File: config.mk
export PLATFORM = sky130hd
export DESIGN_NAME = fault_injection_countdown
export DESIGN_NICKNAME = d
export VERILOG_FILES = /design/src/logic/fault_inject_pkg.sv /design/src/logic/fault_countdown_counter.sv /design/src/logic/fault_injection_countdown.sv /design/src/logic/fault_type_select.sv
export SDC_FILE = /design/constraint.sdc
export NUM_CORES = 1
export LEC_CHECK = 0
export ABC_AREA = 1
export BUFFER_PORTS_ARGS = -buffer_cell sky130_fd_sc_hd__buf_4
export CAP_MARGIN = 20
export CORE_MARGIN = 2
export CORE_UTILIZATION = 54
export DETAILED_ROUTE_END_ITERATION = 6
export PLACE_DENSITY = 0.83
export SYNTH_ARGS = -nofsm -noshare
export SYNTH_HDL_FRONTEND = slang
export SYNTH_SLANG_ARGS = --single-unit
File: constraint.sdc
create_clock -name sys_clk -period 4.59 [get_ports sys_clk]
set_input_delay 0.2295 -clock sys_clk [delete_from_list [all_inputs] [get_ports sys_clk]]
set_output_delay 0.2295 -clock sys_clk [all_outputs]
set_load 0.02 [all_outputs]
File: src/logic/fault_inject_pkg.sv
// shared constants, field positions and carriers of the fault injection block
package fault_inject_pkg;

   // ----------------------------------------------------------------
   // register map
   // ----------------------------------------------------------------
   localparam int MM_ADDR_W = 16;
   localparam logic [MM_ADDR_W-1:0] CTL_BASE = 16'h0808;
   localparam logic [MM_ADDR_W-1:0] DOWN_BASE = 16'h0810;
   localparam logic [MM_ADDR_W-1:0] REC_STRIDE = 16'h0040;

   // ----------------------------------------------------------------
   // control register fields
   // ----------------------------------------------------------------
   localparam int ARM_BIT = 31;
   localparam int LOOP_BIT = 30;
   localparam int MSV_BIT = 12;
   localparam int ADV_BIT = 11;
   localparam int PSN_BIT = 10;
   localparam int RPT_BIT = 9;
   localparam int CRIT_BIT = 8;
   localparam int CORR_HI = 7;
   localparam int CORR_LO = 6;
   localparam int POSTPONED_BIT = 5;
   localparam int LATENT_BIT = 4;
   localparam int SIGNALED_BIT = 3;
   localparam int UNRECOV_BIT = 2;
   localparam int UNCONT_BIT = 1;
   localparam int OVF_BIT = 0;
   // bits that can hold state at all; 29:13 and 63:32 are reserved
   localparam logic [31:0] CTL_IMPL_MASK = 32'hC000_1FFF;

   // ----------------------------------------------------------------
   // values after cold reset
   // ----------------------------------------------------------------
   localparam logic [31:0] CTL_RESET = 32'h0000_0000;
   localparam logic [31:0] DOWN_RESET = 32'h0000_0000;
   localparam logic [31:0] CNT_RESET = 32'h0000_0000;

   // ----------------------------------------------------------------
   // corrected kind encodings: control field and recorded status code
   // ----------------------------------------------------------------
   localparam logic [1:0] CORR_NONE = 2'h0;
   localparam logic [1:0] CORR_GENERIC = 2'h1;
   localparam logic [1:0] CORR_TRANSIENT = 2'h2;
   localparam logic [1:0] CORR_PERSIST = 2'h3;
   localparam logic [1:0] CODE_GENERIC = 2'h2;
   localparam logic [1:0] CODE_TRANSIENT = 2'h1;
   localparam logic [1:0] CODE_PERSIST = 2'h3;

   // ----------------------------------------------------------------
   // carriers
   // ----------------------------------------------------------------
   typedef enum logic [1:0] {SR_SELECT, SR_CONTROL, SR_COUNTDOWN} sr_target_t;

   typedef struct packed {
      logic valid;
      logic write;
      logic [MM_ADDR_W-1:0] addr;
      logic [63:0] wdata;
   } mm_req_t;

   typedef struct packed {
      logic valid;
      logic write;
      sr_target_t target;
      logic [63:0] wdata;
   } sr_req_t;

   typedef struct packed {
      logic [1:0] corr_code;
      logic postponed;
      logic latent;
      logic signaled;
      logic unrecoverable;
      logic uncontainable;
      logic msv;
      logic adv;
      logic psn;
      logic rpt;
      logic crit;
      logic of;
   } inject_evt_t;

endpackage

File: src/logic/fault_countdown_counter.sv
// hidden error generation counter with arm load and loop reload
`timescale 1ns/10ps
`default_nettype none
module fault_countdown_counter
   import fault_inject_pkg::*;
#(
   parameter int CNT_W = 32
)
(
   // clock and reset
   input wire logic sys_clk,
   input wire logic rst,
   input wire logic ce,
   // control
   input wire logic load,
   input wire logic [CNT_W-1:0] load_value,
   input wire logic arm,
   input wire logic restart,
   input wire logic tick,
   // result
   output logic zero_pulse,
   output logic running
);

   logic [CNT_W-1:0] cnt_q;
   logic [CNT_W-1:0] cnt_d;
   logic zero_q;
   wire step = arm && (cnt_q != '0) && tick;
   wire hit = step && (cnt_q == CNT_W'(1));

   // next count: arming write, then step, reload or stop at zero
   assign cnt_d = load ? load_value :
                  (hit && restart) ? load_value :
                  step ? cnt_q - CNT_W'(1) : cnt_q;

   // counter state; value never leaves this module
   always_ff @(posedge sys_clk)
   begin
      if (rst)
      begin
         cnt_q <= CNT_W'(CNT_RESET);
         zero_q <= 1'b0;
      end
      else if (ce)
      begin
         cnt_q <= cnt_d;
         zero_q <= hit;
      end
   end

   assign zero_pulse = zero_q;
   assign running = arm && (cnt_q != '0);

endmodule
`default_nettype wire

File: src/logic/fault_injection_countdown.sv
// pseudo-fault injection registers, countdown and error raising for one node
// ----------------------------------------------------------------
// How it works
// - writing arm as one loads the hidden counter from the countdown value
// - armed and nonzero, the counter drops by one per tick
// - at zero exactly one enabled error type is raised
// - loop mode reloads the counter at zero; otherwise it stops
// - arm clear means no counting and no errors
// - cold reset clears arm; recovery reset keeps it
// - other fields are free at cold reset and kept at recovery reset; here cold reset clears them to zero
// - the running count is never readable
// - reserved bits read zero and ignore writes
// - injected record takes the misc-valid flag; may read as one
// - injected record takes the address-valid flag; may read as one
// - poison, reported and critical flags are forced from control bits
// - overflow flag is forced from control bit zero
// - corrected kind field selects none, generic, transient or persistent
// - corrected kinds record as codes two, one and three
// - each uncorrected or postponed enable allows that type when set
// - injection does not depend on whether data is consumed
// - unsupported control bits read zero and ignore writes
// - registers exist only for implemented first record with injection support
// - memory-mapped control at 0x808 and countdown at 0x810 plus 64 per record
// - system aliases reach the record chosen by record_select
// ----------------------------------------------------------------
`timescale 1ns/10ps
`default_nettype none
module fault_injection_countdown
   import fault_inject_pkg::*;
#(
   parameter int REC_INDEX = 0,
   parameter bit RECORD_IMPL = 1'b1,
   parameter logic [1:0] INJ_SUPPORT = 2'h1,
   parameter bit FIRST_OF_NODE = 1'b1,
   parameter logic [31:0] CTL_SUPPORT = 32'hC000_1FFF,
   parameter bit MV_ALWAYS = 1'b0,
   parameter bit AV_ALWAYS = 1'b0,
   parameter int TICK_DIV = 1,
   parameter int SEL_W = 16
)
(
   // clock, resets and enable
   input wire logic sys_clk,
   input wire logic rst,
   input wire logic recov_rst,
   input wire logic ce,
   // memory-mapped register access
   input wire mm_req_t mm_req,
   output logic mm_ready,
   output logic [63:0] mm_rdata,
   // system register alias access
   input wire sr_req_t sr_req,
   output logic sr_ready,
   output logic [63:0] sr_rdata,
   // injected error towards the error record
   output logic inject_valid,
   output inject_evt_t inject_evt,
   output logic countdown_running
);

   // ----------------------------------------------------------------
   // presence and address decode
   // ----------------------------------------------------------------

   // byte address of a register of this record
   function automatic logic [MM_ADDR_W-1:0] rec_addr(input logic [MM_ADDR_W-1:0] base);
      logic [31:0] full;
      full = 32'(base) + 32'(REC_STRIDE) * 32'(REC_INDEX);
      return full[MM_ADDR_W-1:0];
   endfunction

   localparam logic [MM_ADDR_W-1:0] CTL_ADDR = rec_addr(CTL_BASE);
   localparam logic [MM_ADDR_W-1:0] DOWN_ADDR = rec_addr(DOWN_BASE);
   localparam bit PRESENT = RECORD_IMPL && (INJ_SUPPORT != 2'h0) && FIRST_OF_NODE;
   // stored bits: implemented and supported only
   localparam logic [31:0] CTL_KEEP = CTL_IMPL_MASK & CTL_SUPPORT;
   // bits that read as one regardless of the stored value
   localparam logic [31:0] CTL_RAO = {19'h0, MV_ALWAYS, AV_ALWAYS, 11'h0};
   localparam int TICK_W = (TICK_DIV > 1) ? $clog2(TICK_DIV) : 1;
   localparam logic [TICK_W-1:0] TICK_LAST = TICK_W'(TICK_DIV - 1);

   // ----------------------------------------------------------------
   // state
   // ----------------------------------------------------------------
   logic [31:0] ctl_q;
   logic [31:0] ctl_d;
   logic [31:0] down_q;
   logic [31:0] down_d;
   logic [SEL_W-1:0] sel_q;
   logic [SEL_W-1:0] sel_d;
   logic [TICK_W-1:0] tick_q;
   logic mm_ready_q;
   logic [63:0] mm_rdata_q;
   logic sr_ready_q;
   logic [63:0] sr_rdata_q;
   logic inject_valid_q;
   inject_evt_t inject_evt_q;
   logic running_q;

   // ----------------------------------------------------------------
   // request decode for both access paths
   // ----------------------------------------------------------------

   // memory-mapped hits
   wire mm_hit_ctl = mm_req.valid && (mm_req.addr == CTL_ADDR);
   wire mm_hit_down = mm_req.valid && (mm_req.addr == DOWN_ADDR);
   wire mm_wr_ctl = PRESENT && mm_hit_ctl && mm_req.write;
   wire mm_wr_down = PRESENT && mm_hit_down && mm_req.write;

   // alias hits only when the selected record is this one
   wire sel_match = (sel_q == SEL_W'(REC_INDEX));
   wire sr_wr_sel = sr_req.valid && sr_req.write && (sr_req.target == SR_SELECT);
   wire sr_hit_ctl = sr_req.valid && (sr_req.target == SR_CONTROL) && sel_match;
   wire sr_hit_down = sr_req.valid && (sr_req.target == SR_COUNTDOWN) && sel_match;
   wire sr_wr_ctl = PRESENT && sr_hit_ctl && sr_req.write;
   wire sr_wr_down = PRESENT && sr_hit_down && sr_req.write;

   // merged writes; memory-mapped path wins a same-cycle collision
   wire ctl_wr = mm_wr_ctl || sr_wr_ctl;
   wire down_wr = mm_wr_down || sr_wr_down;
   wire [63:0] ctl_wdata = mm_wr_ctl ? mm_req.wdata : sr_req.wdata;
   wire [63:0] down_wdata = mm_wr_down ? mm_req.wdata : sr_req.wdata;

   // ----------------------------------------------------------------
   // register next values
   // ----------------------------------------------------------------

   // upper halves and reserved bits are dropped here
   assign ctl_d = ctl_wr ? (ctl_wdata[31:0] & CTL_KEEP) : ctl_q;
   assign down_d = down_wr ? down_wdata[31:0] : down_q;
   assign sel_d = sr_wr_sel ? sr_req.wdata[SEL_W-1:0] : sel_q;

   // arming write: any write with arm set reloads, even if already armed
   wire arm_load = ctl_wr && ctl_wdata[ARM_BIT] && CTL_KEEP[ARM_BIT];

   // countdown reload source is the value being written alongside, if any
   wire [31:0] load_value = down_wr ? down_d : down_q;

   // control as the rest of the node sees it
   wire [31:0] ctl_eff = (ctl_q & CTL_KEEP) | CTL_RAO;

   // ----------------------------------------------------------------
   // read data
   // ----------------------------------------------------------------

   // only the stored fields are visible; the live count is not
   wire [63:0] ctl_rd = PRESENT ? {32'h0000_0000, ctl_eff} : 64'h0000_0000_0000_0000;
   wire [63:0] down_rd = PRESENT ? {32'h0000_0000, down_q} : 64'h0000_0000_0000_0000;
   wire [63:0] sel_rd = {{(64 - SEL_W){1'b0}}, sel_q};

   // memory-mapped read mux; unmapped offsets answer zero
   wire [63:0] mm_rd = mm_hit_ctl ? ctl_rd :
                       mm_hit_down ? down_rd : 64'h0000_0000_0000_0000;

   // alias read mux; a foreign selection answers zero
   wire [63:0] sr_rd = (sr_req.target == SR_SELECT) ? sel_rd :
                       sr_hit_ctl ? ctl_rd :
                       sr_hit_down ? down_rd : 64'h0000_0000_0000_0000;

   // ----------------------------------------------------------------
   // tick prescaler for the counter clock rate
   // ----------------------------------------------------------------
   wire tick = (tick_q == TICK_LAST);

   // divides sys_clk down to the counting rate
   always_ff @(posedge sys_clk)
   begin
      if (rst || recov_rst)
         tick_q <= '0;
      else if (ce)
         tick_q <= tick ? '0 : tick_q + TICK_W'(1);
   end

   // ----------------------------------------------------------------
   // hidden counter and error type choice
   // ----------------------------------------------------------------
   logic zero_pulse;
   logic cnt_running;
   inject_evt_t sel_evt;
   logic sel_any;

   // counter is 32 bits, loaded only by arming or loop reload
   fault_countdown_counter #(
      .CNT_W(32)
   ) u_counter (
      .sys_clk(sys_clk),
      .rst(rst),
      .ce(ce),
      .load(arm_load),
      .load_value(load_value),
      .arm(ctl_q[ARM_BIT]),
      .restart(ctl_eff[LOOP_BIT]),
      .tick(tick),
      .zero_pulse(zero_pulse),
      .running(cnt_running)
   );

   // one error type out of the enabled set
   fault_type_select u_select (
      .ctl(ctl_eff),
      .evt(sel_evt),
      .any(sel_any)
   );

   // raised regardless of later data use, and only while armed
   wire fire = zero_pulse && sel_any && ctl_q[ARM_BIT];

   // ----------------------------------------------------------------
   // configuration registers
   // ----------------------------------------------------------------

   // cold reset clears everything; recovery reset leaves all fields
   always_ff @(posedge sys_clk)
   begin
      if (rst)
      begin
         ctl_q <= CTL_RESET;
         down_q <= DOWN_RESET;
         sel_q <= '0;
      end
      else if (ce)
      begin
         ctl_q <= ctl_d;
         down_q <= down_d;
         sel_q <= sel_d;
      end
   end

   // ----------------------------------------------------------------
   // access answers
   // ----------------------------------------------------------------

   // one-cycle acknowledge with registered read data
   always_ff @(posedge sys_clk)
   begin
      if (rst || recov_rst)
      begin
         mm_ready_q <= 1'b0;
         mm_rdata_q <= 64'h0000_0000_0000_0000;
         sr_ready_q <= 1'b0;
         sr_rdata_q <= 64'h0000_0000_0000_0000;
      end
      else if (ce)
      begin
         mm_ready_q <= mm_req.valid;
         mm_rdata_q <= (mm_req.valid && !mm_req.write) ? mm_rd : 64'h0000_0000_0000_0000;
         sr_ready_q <= sr_req.valid;
         sr_rdata_q <= (sr_req.valid && !sr_req.write) ? sr_rd : 64'h0000_0000_0000_0000;
      end
   end

   // ----------------------------------------------------------------
   // injected error towards the record
   // ----------------------------------------------------------------

   // one-cycle event carrying type and forced status flags
   always_ff @(posedge sys_clk)
   begin
      if (rst || recov_rst)
      begin
         inject_valid_q <= 1'b0;
         inject_evt_q <= '0;
      end
      else if (ce)
      begin
         inject_valid_q <= fire;
         inject_evt_q <= fire ? sel_evt : '0;
      end
   end

   // live indication that a countdown is in progress, not its value
   always_ff @(posedge sys_clk)
   begin
      if (rst)
         running_q <= 1'b0;
      else if (ce)
         running_q <= cnt_running;
   end

   // ----------------------------------------------------------------
   // outputs
   // ----------------------------------------------------------------
   assign mm_ready = mm_ready_q;
   assign mm_rdata = mm_rdata_q;
   assign sr_ready = sr_ready_q;
   assign sr_rdata = sr_rdata_q;
   assign inject_valid = inject_valid_q;
   assign inject_evt = inject_evt_q;
   assign countdown_running = running_q;

endmodule
`default_nettype wire

File: src/logic/fault_type_select.sv
// picks one enabled error type and builds the status flags to force
`timescale 1ns/10ps
`default_nettype none
module fault_type_select
   import fault_inject_pkg::*;
(
   // effective control word
   input wire logic [31:0] ctl,
   // selected error
   output inject_evt_t evt,
   output logic any
);

   // map control encoding of corrected kind onto the status code
   function automatic logic [1:0] corr_to_code(input logic [1:0] kind);
      logic [1:0] code;
      code = 2'h0;
      unique case (kind)
         CORR_GENERIC: code = CODE_GENERIC;
         CORR_TRANSIENT: code = CODE_TRANSIENT;
         CORR_PERSIST: code = CODE_PERSIST;
         CORR_NONE: code = 2'h0;
      endcase
      return code;
   endfunction

   // priority: most severe enabled type wins, only one is raised
   wire pick_unc = ctl[UNCONT_BIT];
   wire pick_uu = !pick_unc && ctl[UNRECOV_BIT];
   wire pick_sig = !pick_unc && !pick_uu && ctl[SIGNALED_BIT];
   wire pick_lat = !pick_unc && !pick_uu && !pick_sig && ctl[LATENT_BIT];
   wire pick_pp = !pick_unc && !pick_uu && !pick_sig && !pick_lat && ctl[POSTPONED_BIT];
   wire uncorr = ctl[UNCONT_BIT] | ctl[UNRECOV_BIT] | ctl[SIGNALED_BIT] | ctl[LATENT_BIT]
                 | ctl[POSTPONED_BIT];
   wire pick_ce = !uncorr && (ctl[CORR_HI:CORR_LO] != CORR_NONE);

   // outgoing event fields
   assign evt.corr_code = pick_ce ? corr_to_code(ctl[CORR_HI:CORR_LO]) : 2'h0;
   assign evt.uncontainable = pick_unc;
   assign evt.unrecoverable = pick_uu;
   assign evt.signaled = pick_sig;
   assign evt.latent = pick_lat;
   assign evt.postponed = pick_pp;
   assign evt.msv = ctl[MSV_BIT];
   assign evt.adv = ctl[ADV_BIT];
   assign evt.psn = ctl[PSN_BIT];
   assign evt.rpt = ctl[RPT_BIT];
   assign evt.crit = ctl[CRIT_BIT];
   assign evt.of = ctl[OVF_BIT];
   assign any = uncorr | pick_ce;

endmodule
`default_nettype wire

==> flow_summary.yaml <==
timing:
  whs_ps: 83.5
  finalHoldViolCount: 0
  drv_slew: 0
  max_freq_mhz: 385
  setup_violations: 0
  slew_headroom: 0.361
  clock_skew_ps: 13.8
  fin_crit_ps: 2600
  rsz0062_at_grt: "no"
  setup_tns_ps: 0
  fin_crit_sh: 0.566
  worst_pin_slew_ps: 958
pwr:
  seqPwrFrac: 0.449
  p_leak_nw: 5.37
  powerDensity_nw_per_um2: 302
  pwr-share-clk: 0.398
  p_comb_frac: 0.153
  intPower_w: 0.00247
  ir_worst_vdd_mv: 0.275
  switchingPower_w: 0.00108
  totalPowerFinal_w: 0.00356
  swShare: 0.304
cts:
  cts_buffer_depth: 2
  cts_root_buf: "clkbuf_16"
  clkLatencyLatePin_ps: 450
  htreeDepth: 4
  cts_resized: 0
  cts.sink_count: 177
  cts_tree: "yes"
  post_cts_buffers: 0
  clk_pin_slew_worst_paths_ps: 70
  hold_buffers: 0
  cts_buffers: 17
yosys:
  synth_mux_area_frac: 0
  synth-edff-count: 0
  ys_warn_count: 0
  yosys.area_share.adder: 0.00368
  syn_area_per_cell_sq_um: 6.61
  synth-compound-area-share: 0.151
  ys.flop_type: "dfxtp_1"
  synth_xor_xnor_area_share: 0.0180
  ys_ff_latch: 177
  synth-simple-area-share: 0.334
  seq_area_frac_synth: 0.347
  synth_area_sq_um: 10200
  yosysUniqueCellTypes: 41
  postSynthCellCount: 1544
  synth_top_family_by_area: "simple AND/OR/NAND/NOR gates"
  async_reset_ff_frac: 0
worst_setup_path:
  r2r-start: "u_counter.cnt_q[20]"
  r2r_cells: 11
  reg2reg_to: "u_counter.cnt_q[22]"
  cp.required_ps: 4950
  r2r_slack_ps: 2130
  end_kind: "register"
  crit_fanout: 36
  arrival_ps: 2960
  crit_type: "input pin to register"
  startpoint_type: "input pin"
run_status:
  violations: "design-rule violations"
  run_status: "finished, violations left"
routing:
  dr_total_vias: 10500
  drtIter0Drc: 1056
  via_per_inst: 5.53
  drtAntennaViolNets: 0
  post-route-drc-count: 1
  first_pass_iters: 7
  wirelength_mm: 29.1
  wl_per_cell_um: 15.3
floorplanning:
  die_area_sq_um: 20000
  die_h_um: 141
  num_io_pins: 299
  dieWidth_um: 141
  core_area_sq_um: 18600
  rows: 50
  initial_core_util: 0.548
final_layout:
  utilization: 0.632
  drive_above_1_share: 0.167
  synthToLayoutAreaGrowth_pct: 15.4
  final_common_cell: "nand2_1"
  fillCellCount: 1700
  fin_nets: 1812
  antennaDiodeCount: 0
  final_cell_mix: "nand2_1, buf_4, dfxtp_1"
grt:
  grt_max_degree: 96
  overflow: 0
  grtUsageTotal: 0.284
  grt_pass1_vias: 9178
  grt_antenna_before_repair: 0
  grt_pass1_wl_mm: 46.0
worst_hold_path:
  hold_path_depth: 3
  min_path_type: "input pin to register"
  min_from: "sr_req[5]"
  hold_end: "ctl_q[5]"
place:
  place.gp.congestion: 0.992
  portBuffers: 170
  detailedPlacementHpwl_mm: 20.9
run:
  max-cap-violations: 0
[how the worst max path moves through the flow]
stage	start	end	cells past startpoint
5_1_grt	mm_req[71]	u_counter.cnt_q[31]	12
6_report	mm_req[71]	u_counter.cnt_q[18]	12
3_3_place_gp	mm_req[71]	u_counter.cnt_q[28]	12
2_1_floorplan	u_counter.cnt_q[0]	u_counter.cnt_q[22]	13
4_1_cts	mm_req[71]	u_counter.cnt_q[18]	12
3_5_place_dp	mm_req[71]	u_counter.cnt_q[28]	12
[metrics by stage]
stage                     instance area [sq um]  worst slack [ps]  std cells
after floorplan                           10400              2910       1607
after CTS                                 11800              2080       1901
after detailed placement                  11200              1660       1869
after global routing                      11800              1760       1902
final                                     11800              1990       1902
after global placement                    11200              1700       1869
[cells by family after synthesis]
kind of cell	after synthesis
compound gates	274
xor+xnor	21
fa+ha+maj	3
buf+inv	313
flops	177
other cells	1
simple gates	755
[critical path, stage by stage]
cell and delay [ps]:
buf_4 110, nor2_1 110, nand2_2 120, inv_2 530, nand4_4 500, nand2_4 460, inv_2 280, nand2_1 130
nand2_1 100, nand2_1 80, nand3_1 110, a21oi_1 170
[power groups by stage]
| stage | clock network [W] | logic [W] | registers, W |
|---|---|---|---|
| 6_report | 0.00142 | 0.000544 | 0.00160 |
| 5_1_grt | 0.00148 | 0.000607 | 0.00160 |
| 4_1_cts | 0.00142 | 0.000536 | 0.00159 |
| 3_5_place_dp | 0 | 0.000533 | 0.00163 |
| 3_3_place_gp | 0 | 0.000524 | 0.00163 |
| 2_1_floorplan | 0 | 0.000425 | 0.00162 |
[layout make-up]
class,count,area (sq um),share of cell area
Inverter,163,612,0.0520
Tap cell,234,293,0.0249
Multi-Input combinational cell,1117,5410,0.459
Sequential cell,177,3540,0.301
Timing Repair Buffer,179,1350,0.114
Clock buffer,18,429,0.0364
Clock inverter,14,141,0.0120
[synthesized netlist by cell type (3+ instances only)]
master,count,share of area
clkbuf_1,52,0.019
ha_1,3,0.0037
dfxtp_1,177,0.35
a32oi_1,3,0.0026
a21oi_2,9,0.0077
o21ai_0,68,0.033
nand2_2,9,0.0055
buf_2,20,0.0098
a211oi_1,5,0.0037
o22ai_1,7,0.0043
nand3_2,14,0.014
nand4_1,44,0.027
inv_1,153,0.056
o211ai_1,30,0.022
nor2_1,108,0.040
clkinv_1,3,0.0011
nand3_1,152,0.075
xnor2_1,15,0.013
nand2_1,398,0.15
nor2_4,5,0.0055
or2_2,4,0.0025
xor2_1,6,0.0051
buf_1,5,0.0018
buf_4,68,0.050
inv_2,7,0.0026
nor2_2,11,0.0067
buf_6,4,0.0044
a31oi_1,9,0.0055
a21oi_1,140,0.069
[sequential cells by signal, summed over array words and instances, names as in the netlist]
name,cells
down_q,32
mm_rdata,32
sr_rdata,32
u_counter.cnt_q,32
sel_q,16
ctl_q,15
inject_evt,13
countdown_running,1
inject_valid,1
mm_ready,1
sr_ready,1
u_counter.zero_pulse,1
[routing by layer]
layer | global-route usage | up-vias | share of wire | wire [um]
met5 | 0 | - | 0 | 0
met4 | 0.124 | 0 | 0.035 | 1010
met3 | 0.0523 | 81 | 0.097 | 2820
met2 | 0.441 | 580 | 0.45 | 13100
met1 | 0.386 | 4741 | 0.42 | 12200
li1 | - | 5125 | - | -
No activity file was read; power rests on OpenSTA's default activity.
